--- src/tac_consts.svh ---
// Constants for the tag anticollision command decoder
`ifndef TAC_CONSTS_SVH
`define TAC_CONSTS_SVH
`define TAC_CODE_SLOT 4'h6
`define TAC_CODE_SEARCH_LO 8'h00
`define TAC_CODE_ROUND_LO 8'h04
`define TAC_CODE_READ 8'h08
`define TAC_CODE_WRITE 8'h09
`define TAC_CODE_FETCH 8'h0B
`define TAC_CODE_SORT 8'h0C
`define TAC_CODE_PICK 8'h0E
`define TAC_CODE_RETIRE 8'h0F
`define TAC_LFSR_SEED 16'hACE1
`define TAC_LFSR_TAPS 16'hB400
`define TAC_MAX_LEN 3'h5
`define TAC_LEN_SHORT 3'h3
`define TAC_LEN_LONG 3'h4
`endif

--- src/tac_pkg.sv ---
// Types for the tag anticollision command decoder
`default_nettype none
package tac_pkg;
	typedef enum logic [1:0] {TAC_READY, TAC_INVENTORY, TAC_SELECTED} tac_state_e;
	typedef logic [7:0] tac_byte_t;
endpackage : tac_pkg
`default_nettype wire

--- src/tac_rand.sv ---
// Free-running pseudo-random source
`timescale 1ns/1ps
`default_nettype none
`include "tac_consts.svh"
module tac_rand (
	// Clock and reset
	input wire logic clk_sys_i,
	input wire logic rst_i,
	// Random value
	output logic [7:0] rand_o
);
	logic [15:0] lfsr_ff;
	wire fb = lfsr_ff[0];
	wire [15:0] nxt_lfsr = fb ? ((lfsr_ff >> 1) ^ `TAC_LFSR_TAPS) : (lfsr_ff >> 1);
	always_ff @(posedge clk_sys_i or posedge rst_i) begin
		if (rst_i) begin
			lfsr_ff <= `TAC_LFSR_SEED;
		end else begin
			lfsr_ff <= nxt_lfsr;
		end
	end
	assign rand_o = lfsr_ff[7:0];
endmodule : tac_rand
`default_nettype wire

--- src/tac_decoder.sv ---
// Anticollision command decoder of the contactless tag
// Summary of operation
// Commands decode by first byte; low nibble 6 means a slot request.
// Search-begin is 06h,00h then low and high check bytes.
// Search-begin moves Ready to Inventory, draws new identifier, replies.
// Search-begin reply ignores the slot draw.
// Reader uses search-begin mainly when one Ready tag is expected.
// Slot-round-open is 06h,04h then low and high check bytes.
// Slot-round-open and slot-probe act only in Inventory state.
// Slot-round-open draws slot 0..15 into identifier low nibble.
// Slot draw held until next round-open or search-begin or power loss.
// After drawing, slot zero replies with identifier, else silent.
// Probe byte: low nibble 6, high nibble slot index 1..15.
// Slot-probe is one code byte then the two check bytes.
// Probe replies identifier only when held slot equals index.
// Reader opens a round then probes remaining slots, picking singles.
// Reader repeats rounds after collisions, ignoring already picked identifiers.
// Tag-pick 0Eh with matching identifier selects and echoes identifier.
// Return-to-sorting 0Ch sends Selected to Inventory silently.
// Bad check or wrong length request is discarded without effect.
// Identifier and slot values come from a free-running random source.
`timescale 1ns/1ps
`default_nettype none
`include "tac_consts.svh"
module tac_decoder
	import tac_pkg::*;
(
	// Clock and reset
	input wire logic clk_sys_i,
	input wire logic rst_i,
	// Request frame from the framer, same clock
	input wire logic req_byte_valid_i,
	input wire logic [7:0] req_byte_i,
	input wire logic req_end_i,
	input wire logic req_check_ok_i,
	// Reply
	output logic reply_valid_o,
	output logic [7:0] reply_byte_o,
	// State
	output logic [1:0] tag_state_o
);
	////////////////////////////////////////////////////////////////
	// Request capture; the two check bytes are counted in the length
	tac_state_e state_ff;
	logic [7:0] session_identifier_ff;
	logic [7:0] byte0_ff;
	logic [7:0] byte1_ff;
	logic [2:0] len_ff;
	logic reply_valid_ff;
	logic [7:0] reply_byte_ff;
	logic [7:0] rand_val;

	tac_rand u_rand (
		.clk_sys_i(clk_sys_i),
		.rst_i(rst_i),
		.rand_o(rand_val)
	);

	// Saturates one past the longest frame, so an overlong frame never looks exact
	wire [2:0] nxt_len = (len_ff == `TAC_MAX_LEN) ? len_ff : len_ff + 3'h1;
	always_ff @(posedge clk_sys_i or posedge rst_i) begin
		if (rst_i) begin
			len_ff <= 3'h0;
			byte0_ff <= 8'h00;
			byte1_ff <= 8'h00;
		end else if (req_end_i) begin
			len_ff <= 3'h0;
		end else if (req_byte_valid_i) begin
			len_ff <= nxt_len;
			if (len_ff == 3'h0) begin
				byte0_ff <= req_byte_i;
			end
			if (len_ff == 3'h1) begin
				byte1_ff <= req_byte_i;
			end
		end
	end

	////////////////////////////////////////////////////////////////
	// Decoding
	// Two-byte anticollision code with the exact long frame length
	function automatic logic code_pair(input logic [7:0] first, input logic [7:0] second,
		input logic [7:0] code_lo, input logic [2:0] len);
		code_pair = (first == {4'h0, `TAC_CODE_SLOT}) && (second == code_lo)
			&& (len == `TAC_LEN_LONG);
	endfunction : code_pair

	wire ok = req_end_i && req_check_ok_i;
	wire is_slot = (byte0_ff[3:0] == `TAC_CODE_SLOT);
	wire is_search = code_pair(byte0_ff, byte1_ff, `TAC_CODE_SEARCH_LO, len_ff);
	wire is_round = code_pair(byte0_ff, byte1_ff, `TAC_CODE_ROUND_LO, len_ff);
	// Index 0 is the round-open code and never a probe
	wire is_probe = is_slot && (byte0_ff[7:4] != 4'h0)
		&& (len_ff == `TAC_LEN_SHORT);
	wire is_pick = (byte0_ff == `TAC_CODE_PICK) && (len_ff == `TAC_LEN_LONG);
	wire is_sort = (byte0_ff == `TAC_CODE_SORT) && (len_ff == `TAC_LEN_SHORT);
	// Memory, fetch and retire codes are recognised only to be ignored here
	wire is_other = (byte0_ff == `TAC_CODE_READ) || (byte0_ff == `TAC_CODE_WRITE)
		|| (byte0_ff == `TAC_CODE_FETCH) || (byte0_ff == `TAC_CODE_RETIRE);
	wire in_inv = (state_ff == TAC_INVENTORY);
	wire do_search = ok && is_search && (state_ff == TAC_READY);
	wire do_round = ok && is_round && in_inv;
	wire do_probe = ok && is_probe && in_inv;
	wire do_pick = ok && is_pick && in_inv && (byte1_ff == session_identifier_ff);
	wire do_sort = ok && is_sort && (state_ff == TAC_SELECTED);
	wire [7:0] round_id = {session_identifier_ff[7:4], rand_val[3:0]};
	wire round_hit = (rand_val[3:0] == 4'h0);
	wire probe_hit = (session_identifier_ff[3:0] == byte0_ff[7:4]);

	////////////////////////////////////////////////////////////////
	// State, identifier and reply
	always_ff @(posedge clk_sys_i or posedge rst_i) begin
		if (rst_i) begin
			state_ff <= TAC_READY;
			session_identifier_ff <= 8'h00;
			reply_valid_ff <= 1'b0;
			reply_byte_ff <= 8'h00;
		end else begin
			reply_valid_ff <= 1'b0;
			case (state_ff)
				TAC_READY: begin
					if (do_search) begin
						state_ff <= TAC_INVENTORY;
						session_identifier_ff <= rand_val;
						reply_valid_ff <= 1'b1;
						reply_byte_ff <= rand_val;
					end
				end
				TAC_INVENTORY: begin
					if (do_round) begin
						session_identifier_ff <= round_id;
						reply_valid_ff <= round_hit;
						reply_byte_ff <= round_id;
					end else if (do_probe) begin
						reply_valid_ff <= probe_hit;
						reply_byte_ff <= session_identifier_ff;
					end else if (do_pick) begin
						state_ff <= TAC_SELECTED;
						reply_valid_ff <= 1'b1;
						reply_byte_ff <= session_identifier_ff;
					end
				end
				TAC_SELECTED: begin
					if (do_sort) begin
						state_ff <= TAC_INVENTORY;
					end
				end
				default: begin
					state_ff <= TAC_READY;
				end
			endcase
		end
	end

	assign reply_valid_o = reply_valid_ff;
	assign reply_byte_o = reply_byte_ff;
	assign tag_state_o = state_ff;
endmodule : tac_decoder
`default_nettype wire

--- config.mk ---
export PLATFORM = sky130hd
export DESIGN_NAME = tac_decoder
export DESIGN_NICKNAME = d
export VERILOG_FILES = /design/src/tac_pkg.sv /design/src/tac_rand.sv /design/src/tac_decoder.sv
export VERILOG_INCLUDE_DIRS = /design/src
export SDC_FILE = /design/constraint.sdc
export NUM_CORES = 1
export LEC_CHECK = 0
export BUFFER_PORTS_ARGS = -buffer_cell sky130_fd_sc_hd__buf_2
export CAP_MARGIN = 5
export CORE_MARGIN = 5
export CORE_UTILIZATION = 60
export DETAILED_ROUTE_END_ITERATION = 16
export PLACE_DENSITY = 0.88
export REMOVE_ABC_BUFFERS = 1
export SYNTH_ARGS = -nofsm -noshare
export SYNTH_HDL_FRONTEND = slang
export SYNTH_HIERARCHICAL = 1
export SYNTH_SLANG_ARGS = --single-unit
--- constraint.sdc ---
create_clock -name clk_sys_i -period 5.5 [get_ports clk_sys_i]
set_input_delay 1.1 -clock clk_sys_i [delete_from_list [all_inputs] [get_ports clk_sys_i]]
set_output_delay 1.1 -clock clk_sys_i [all_outputs]
set_load 0.05 [all_outputs]
* Word level (Yosys, flattened, before mapping) *
Index checks and enable logic that the tools add are counted.

storage, ports and cells
  output and inout bits = 11
  memories kept = 0
  latch bits = 0
  bits in read-only memories = 0
  input bits = 13
  word-level logic and storage cells = 90
  flip-flop bits (word level) = 54
  bits in writable memories = 0

cells by class
  shifts and indexed selects = 0
  equal/unequal tests = 21
  add/sub/neg operators = 1
  mux-type cells = 22
  order comparisons = 0
  bitwise operators = 3
  reductions and logical operators = 34
  $mul = 0
  divide/modulo/power cells = 0

operators with widths
  cell                  count
  $mux W8               4
  $pmux W8 S2           2
  $logic_and A1 B1 Y1   20
  $eq A8 B3 Y1 const B  2
  $eq A8 B4 Y1 const B  2
  $mux W16              1
  $reduce_and A3 Y1     5
  $mux W2               5
  $ne A2 B2 Y1 const B  5
  $mux W3               3
  $eq A8 B8 Y1          1
  $logic_not A8 Y1      1
  $eq A3 B3 Y1 const B  2
  $pmux W2 S3           1
  $reduce_and A5 Y1     1
  $eq A4 B3 Y1 const B  1
  $eq A4 B4 Y1          1
  $logic_not A4 Y1      1
  $mux W1               4
  $mux W4               1
  $ne A2 B1 Y1 const B  2
  $ne A4 B1 Y1 const B  1
  $not A3 Y4            1
  $reduce_bool A2 Y1    2
  other kinds (11)      12

* Depth between registers and ports, before layout *
Gate-level depths: netlist (run 1).

  depth in word-level cells = 9
  depth in mapped cells = 8
  depth with buffers taken out = 7

* By module *
Netlist (run 1), hierarchy kept.

by module, submodules not included
  module       cells an instance  sequential area each (um^2)  instances  area each (um^2)
  tac_decoder  157                950.9                        1          2,029.4
  tac_rand     28                 410.4                        1          500.5

* Worst setup path before layout (run 1) *
Ideal clock, no wire load.

  path type = input to register
  start point = in req_end_i
  end point = reg reply_byte_ff[0], in the netlist reply_byte_o[0]
  library setup time = 0.125 ns
  stages on the path = 6
  path buffers = 1
  required time = 5.375 ns
  arrival time = 2.720 ns
  slack = 2.655 ns
  cell sequence = buf_6 > nand4_2 > or4_1 > or4_4 > nand3_4 > mux2_4

on the way
  word-level cells in the longest chain between the ends = 6
  elaborated cells between the ends (all ways) = 16
  those cells by class = eq/ne (2); mux (3); reduce/logical (11)

ends and longest elaborated chain
  element                                                     line                                    RTL
  start: declaration                                          tac_decoder.sv:34                       input wire logic req_end_i,
  $logic_and A1 B1 Y1 (*)                                     tac_decoder.sv:88                       wire ok = req_end_i && req_check_ok_i;
  $logic_and A1 B1 Y1 (on tied branches) (2 in series)        tac_decoder.sv:104, tac_decoder.sv:103
  $logic_and A1 B1 Y1 or $mux W8 (tied branches)              tac_decoder.sv:104, tac_decoder.sv:134
  $ne A4 B1 Y1 (no line) or $mux W8 (tied branches)           -
  $reduce_and A3 Y1 (no line) or $pmux W8 S2 (tied branches)  -
  end signal: assignment                                      tac_decoder.sv:126                      reply_byte_ff <= rand_val;
  end signal: assignment                                      tac_decoder.sv:133                      reply_byte_ff <= round_id;
  end signal: assignment                                      tac_decoder.sv:136                      reply_byte_ff <= session_identifier_ff;
  end: declaration                                            tac_decoder.sv:50                       logic [7:0] reply_byte_ff;

Every way passes the cells marked *; elsewhere a longest branch is shown, timed or not.
A chain may end at the register's enable or synchronous reset.

* Worst setup path in the final report (run 1) *
  start point = in req_end_i
  end point = reg reply_byte_ff[6], in the netlist reply_byte_o[6]

The elaborated chain is that of the path after synthesis.

==> results.toml, run 1 <==
[sta]
tightest_slew_ns = 1.06
fmax_mhz = 368
rsz0062_at_grt = "no"
drv_slew = 0
setup_viol = 0
hold_viol = 0
finClkSkew_ns = 0.00846
fin_crit_ns = 2.71
tns_ns = 0
period_share = 0.494
relSlewSlack = 0.288

[logic_synthesis]
synth-main-ff-cell = "dfrtp_1"
synth_area_sq_um = 2530
synthCells = 185
async_flop_share = 1.00
synth_edf_count = 0
avgSynthCellArea_sq_um = 13.7
seq_area_frac_synth = 0.538
synth_cell_types = 40
yosysWarnings = 6
synth-seq-cells = 54

[clock_tree]
hold_buffers = 0
post_cts_buffers = 0
cts_num_sinks = 54
clockBufferDepth = 2
cts_tree = "done"
cts-root-buf = "clkbuf_8"
cts.htree.levels = 2
post_cts_resized = 0
insertion_delay_ns = 0.31
clkTransAtPathRegs_ns = 0.10
numCtsBuffers = 5

[die]
initial_core_util = 0.623
die_area_sq_um = 5620
die_w_um = 74.9
die_y_um = 74.9
io-pin-count = 24
rows = 23
core_area_sq_um = 4060

[drt]
drtIter0Drc = 112
final_antenna_net_count = 0
viasPerCell = 5.85
wl_mm = 4.52
dr.pass1.iters = 4
wl_per_cell_um = 17.7
drc = 0
via_count = 1492

[cells_and_area]
areaGrowthSynthToFinish_pct = 7.37
drive_above_1_share = 0.434
finalInstanceArea_sq_um = 2720
nets = 221
antenna_cells = 0

[global_routing]
track_usage = 0.185
grt_overflow = 0
grt_start_max_net_pins = 39
grt_pass1_wl_mm = 7.70
grt_pass1_vias = 1558
antenna_found_initial = 0

[critical_path]
crit_type = "in2reg"
cp.arrival_ns = 2.92
cp.required_ns = 5.70
start_kind = "input pin"
worstSetupEndpointType = "flip-flop"
worstPathMaxFanout = 8

[placed_design]
dp_hpwl_mm = 3.40
dpl-instance-area_sq_um = 2620
port_buffers = 23
gp_congestion = 0.969

[run_status]
outcome = "complete, no violations"

[flow_run]
cap_violations = 0

[worst_hold_path]
hold_path_class = "reg2reg"

[power]
powerDensity_nw_per_um2 = 305
ir_worst_vdd_uv = 188
p_total_uw = 830
cellLeakagePower_nw = 1.27
-- metrics by stage --
step / util / instances / setup slack (ns) / hold WS, ns
after floorplan: - / 173 / 2.77 / 0.331
after global placement: 0.647 / 247 / 2.50 / 0.338
after detailed placement: 0.647 / 247 / 2.46 / 0.336
after CTS: 0.669 / 255 / 2.80 / 0.371
after global routing: 0.669 / 255 / 2.73 / 0.376
final: 0.669 / 255 / 2.79 / 0.369
-- final timing paths --
check / startpoint / end / slack (ns) / cells past startpoint
max: req_end_i / reply_byte_o[6] / 2.79 / 6
min: u_rand/lfsr_ff[12] / u_rand/lfsr_ff[11] / 0.37 / 0
max reg2reg: len_ff[0] / reply_byte_o[6] / 3.04 / 7
min reg2reg: u_rand/lfsr_ff[12] / u_rand/lfsr_ff[11] / 0.37 / 0
max in group asynchronous: rst_i / byte1_ff[3] / 4.26 / 3
min in group asynchronous: rst_i / u_rand/lfsr_ff[12] / 0.84 / 2
-- metal layers --
layer | wire length [um] | vias to the layer above | track usage | share of wire
met1 | 2040 | 739 | 0.265 | 0.45
met5 | 0 | - | 0 | 0
met4 | 92 | 0 | 0.0613 | 0.020
li1 | - | 688 | - | -
met2 | 2130 | 55 | 0.279 | 0.47
met3 | 250 | 10 | 0.0481 | 0.055
-- report_power, final --
part / internal [mW] / total [mW] / leakage, nW / switching (mW)
clock: 0.0913 / 0.226 / 0.0408 / 0.134
sequential: 0.436 / 0.481 / 0.691 / 0.0453
combinational: 0.0660 / 0.123 / 0.534 / 0.0567
-- logic make-up (layout without fill, tap and decap cells) --
kind of cell | Yosys count | after routing | share of synthesized area
xor+xnor | 17 | 17 | 0.0589
mux | 39 | 39 | 0.185
flops | 54 | 54 | 0.538
simple gates | 40 | 40 | 0.119
buf+inv | 20 | 40 | 0.0480
fa+ha+maj | 4 | 4 | 0.0198
compound gates | 11 | 11 | 0.0312
-- critical path, cell delays in order --
cell,delay [ns]
buf_2,0.17
nand4_2,0.12
or4_1,0.53
or4_4,0.46
nand3_4,0.20
mux2_4,0.32
-- layout make-up --
type | count | area [sq um]
multi-input combinational | 111 | 1050
inverter | 8 | 30.0
clock buffer | 5 | 68.8
timing repair buffer | 24 | 123
sequential | 54 | 1360
fill | 296 | 1340
clock inverter | 3 | 23.8
tap | 50 | 62.6
-- sequential cells by signal (all words and copies together), names as in the netlist --
| register | flops |
|---|---|
| len_ff | 3 |
| reply_byte_o | 8 |
| tag_state_o | 2 |
| reply_valid_o | 1 |
| byte1_ff | 8 |
| u_rand/lfsr_ff | 16 |
| byte0_ff | 8 |
| session_identifier_ff | 8 |
-- layout by cell type (no fill, tap or decap), types with 4 or more instances in the layout --
cell,n
mux2_4,8
nand4_1,4
dfrtp_1,46
or4_1,4
nand2_1,5
ha_1,4
dfstp_2,8
xor2_1,7
inv_1,8
nor2_1,5
mux2_2,31
clkbuf_8,5
xnor2_1,10
buf_2,23
-- cell usage after synthesis, types with 2 or more instances --
cell type,instances,area (sq um)
dfstp_2,8,210
nand4_1,4,25.0
xor2_1,7,61.3
xnor2_1,10,87.6
inv_1,8,30.0
nand2b_1,2,12.5
nor4_1,3,18.8
mux2_4,8,120
mux2_2,31,349
buf_6,2,22.5
buf_4,8,60.1
o21ai_0,2,10.0
or4_1,4,30.0
nor4b_2,2,30.0
ha_1,4,50.1
dfrtp_1,46,1150
a21oi_1,3,15.0
nand2_1,5,18.8
nor2_1,5,18.8
nand3_1,3,15.0
No activity file was read; power rests on OpenSTA's default activity.
==> run 2: changes to the inputs <==
ABC_AREA = 1   (was not set)
CORE_UTILIZATION = 59   (was 60)
PLACE_DENSITY = 0.86   (was 0.88)
clock period = 2.6 ns   (was 5.5 ns; I/O delays follow)
==> results.toml, run 2 <==
[sta]
period_share = 0.691
tightest_slew_ns = 0.581
setup_viol = 0
hold_viol = 0
fmax_mhz = 557
fin_hold_ws_ns = 0.262
relSlewSlack = 0.612
finClkSkew_ns = 0.00679
tns_ns = 0
drv_slew = 0
setup_ws_ns = 0.804
fin_crit_ns = 1.80
rsz0062_at_grt = "no"

[die]
io-pin-count = 24
die_w_um = 77.6
rows = 24
core_area_sq_um = 4380
initial_core_util = 0.615
die_y_um = 77.6
die_area_sq_um = 6020

[critical_path]
cp_num_buf_inv = 1
rrSetupSlack_ns = 0.80
start_kind = "flip-flop"
critPathMaxStageDelay_ns = 0.43
rr_worst_depth = 9
rr_endpoint = "reply_byte_o[7]"
slowest_stage = "dfrtp_1"
cp.arrival_ns = 2.00
crit_type = "reg2reg"
worstPathMaxFanout = 18
crit_family = "simple AND/OR/NAND/NOR gates"
cp.required_ns = 2.80
rr_startpoint = "len_ff[0]"
critPathMostFrequentCell = "nand2_1"
worstSetupEndpointType = "flip-flop"
path_cells = "inv_1 -> ha_1 -> nand2_1 -> nor3_4 -> nand4_2 -> nand2_4 -> nor2_4 -> nand2_1 -> nand2_1"

[placed_design]
gp_congestion = 0.868
dp_hpwl_mm = 3.99
port_buffers = 23
dp_slack_ns = 0.825

[logic_synthesis]
synth_top_family_by_area = "simple AND/OR/NAND/NOR gates"
synth_area_sq_um = 2700
synth-compound-area-share = 0.0928
synth_edf_count = 0
synthSimpleGateAreaFrac = 0.275
synth-main-ff-cell = "dfrtp_1"
yosysTopAreaCell = "dfrtp_1"
synthAdderAreaFrac = 0.0186
synth-seq-cells = 54
avgSynthCellArea_sq_um = 8.22
async_flop_share = 1.00
seq_area_frac_synth = 0.505
synthMuxAreaShare = 0
synth_common_cells = "107 x nand2_1, 46 x dfrtp_1, 43 x inv_1"
netlist.area_leader.share = 0.427
synthCells = 328
synthMostInstantiatedCell = "nand2_1"
synth.area.top_cells = "dfrtp_1 43%, nand2_1 15%, dfstp_2 7.8%"
yosysWarnings = 6
synth_cell_types = 29
synth-xor-area-share = 0.00974

[power]
internal_power_mw = 1.35
switching_power_uw = 593
cellLeakagePower_nw = 1.54
p_total_mw = 1.94
power_frac_seq = 0.525
pwr-share-comb = 0.168
switching_share = 0.305
powerDensity_nw_per_um2 = 667
clockPowerShare = 0.307
ir_worst_vdd_uv = 509

[drt]
drc = 0
final_antenna_net_count = 0
drtIter0Drc = 205
wl_mm = 5.41
viasPerCell = 5.32
dr.pass1.iters = 4
wl_per_cell_um = 13.5
via_count = 2128

[worst_hold_path]
hold_path_class = "in2async"

[clock_tree]
cts-root-buf = "clkbuf_8"
insertion_delay_ns = 0.31
hold_buffers = 0
post_cts_buffers = 0
cts_num_sinks = 54
clkTransAtPathRegs_ns = 0.10
numCtsBuffers = 5
cts.htree.levels = 2
post_cts_resized = 0
cts_tree = "done"
clockBufferDepth = 2

[cells_and_area]
seq_area_sq_um = 1360
fin_util = 0.664
antenna_cells = 0
fillCellCount = 369
nets = 364
drive_above_1_share = 0.184
multi_input_area_sq_um = 1070
final_common_cell = "nand2_1"
largest_reg_flops = 16
regMostFlops = "u_rand/lfsr_ff"
final_cell_mix = "107 x nand2_1, 46 x dfrtp_1, 43 x inv_1"
areaGrowthSynthToFinish_pct = 7.93

[global_routing]
grt_pass1_wl_mm = 9.43
antenna_found_initial = 0
track_usage = 0.195
grt_overflow = 0
grt_pass1_vias = 2072
grt_start_max_net_pins = 39

[run_status]
outcome = "complete, no violations"

[flow_run]
cap_violations = 0
==> run 2: changes by cell type after synthesis, sizes merged, moves of 2 or more <==
cell | previous run | this run
nand2 | 5 | 113
mux2 | 39 | 0
inv | 8 | 46
o21ai | 2 | 40
nor2 | 5 | 25
nand3 | 4 | 14
xnor2 | 10 | 0
or4 | 5 | 0
xor2 | 7 | 3
nor3 | 1 | 4
nor4 | 5 | 2
nand2b | 2 | 0
nor4b | 2 | 0
==> run 2: final cells by class <==
| cell class | instances | share of cell area |
|---|---|---|
| Inverter | 46 | 0.0593 |
| Sequential cell | 54 | 0.468 |
| Clock inverter | 2 | 0.0133 |
| Timing Repair Buffer | 24 | 0.0421 |
| Tap cell | 52 | 0.0224 |
| Clock buffer | 6 | 0.0284 |
| Multi-Input combinational cell | 216 | 0.367 |
==> run 2: how the worst max path moves through the flow <==
stage,start,end,slack [ns],depth (start not counted)
after floorplan,tag_state_o[0],reply_byte_o[4],0.83,9
after global placement,len_ff[0],reply_byte_o[5],0.92,9
after detailed placement,len_ff[0],reply_byte_o[7],0.82,9
after CTS,len_ff[0],reply_byte_o[7],0.80,9
after global routing,len_ff[1],reply_byte_o[2],0.68,9
final,len_ff[0],reply_byte_o[7],0.80,9
==> run 2: logic make-up after synthesis <==
family,after synthesis
simple gates,164
xor+xnor,3
buf+inv,58
fa+ha+maj,4
flops,54
compound gates,45
==> run 2: metrics by stage <==
stage               cells  instance area [sq um]
floorplan             316                   2600
global placement      392                   2790
detailed placement    392                   2790
CTS                   400                   2910
global route          400                   2910
finish                400                   2910
==> run 2: worst register-to-register path, stage by stage, from the launching register on <==
cell and delay (ns):
dfrtp_1 0.43, inv_1 0.08, ha_1 0.16, nand2_1 0.12
nor3_4 0.27, nand4_2 0.17, nand2_4 0.22, nor2_4 0.10
nand2_1 0.08, nand2_1 0.06
==> run 2: power groups by stage <==
stage	sequential, mW	combinational (mW)	clock (mW)
6_report	1.02	0.327	0.596
2_1_floorplan	1.04	0.223	0
5_1_grt	1.03	0.376	0.648
4_1_cts	1.02	0.329	0.609
3_3_place_gp	1.03	0.313	0
3_5_place_dp	1.03	0.325	0
==> run 2: per-layer routing <==
metal | wire length (um) | up-vias | GRT usage
li1 | - | 1050 | -
met1 | 2470 | 979 | 0.268
met2 | 2440 | 82 | 0.291
met3 | 368 | 17 | 0.0532
met4 | 128 | 0 | 0.0842
met5 | 0 | - | 0
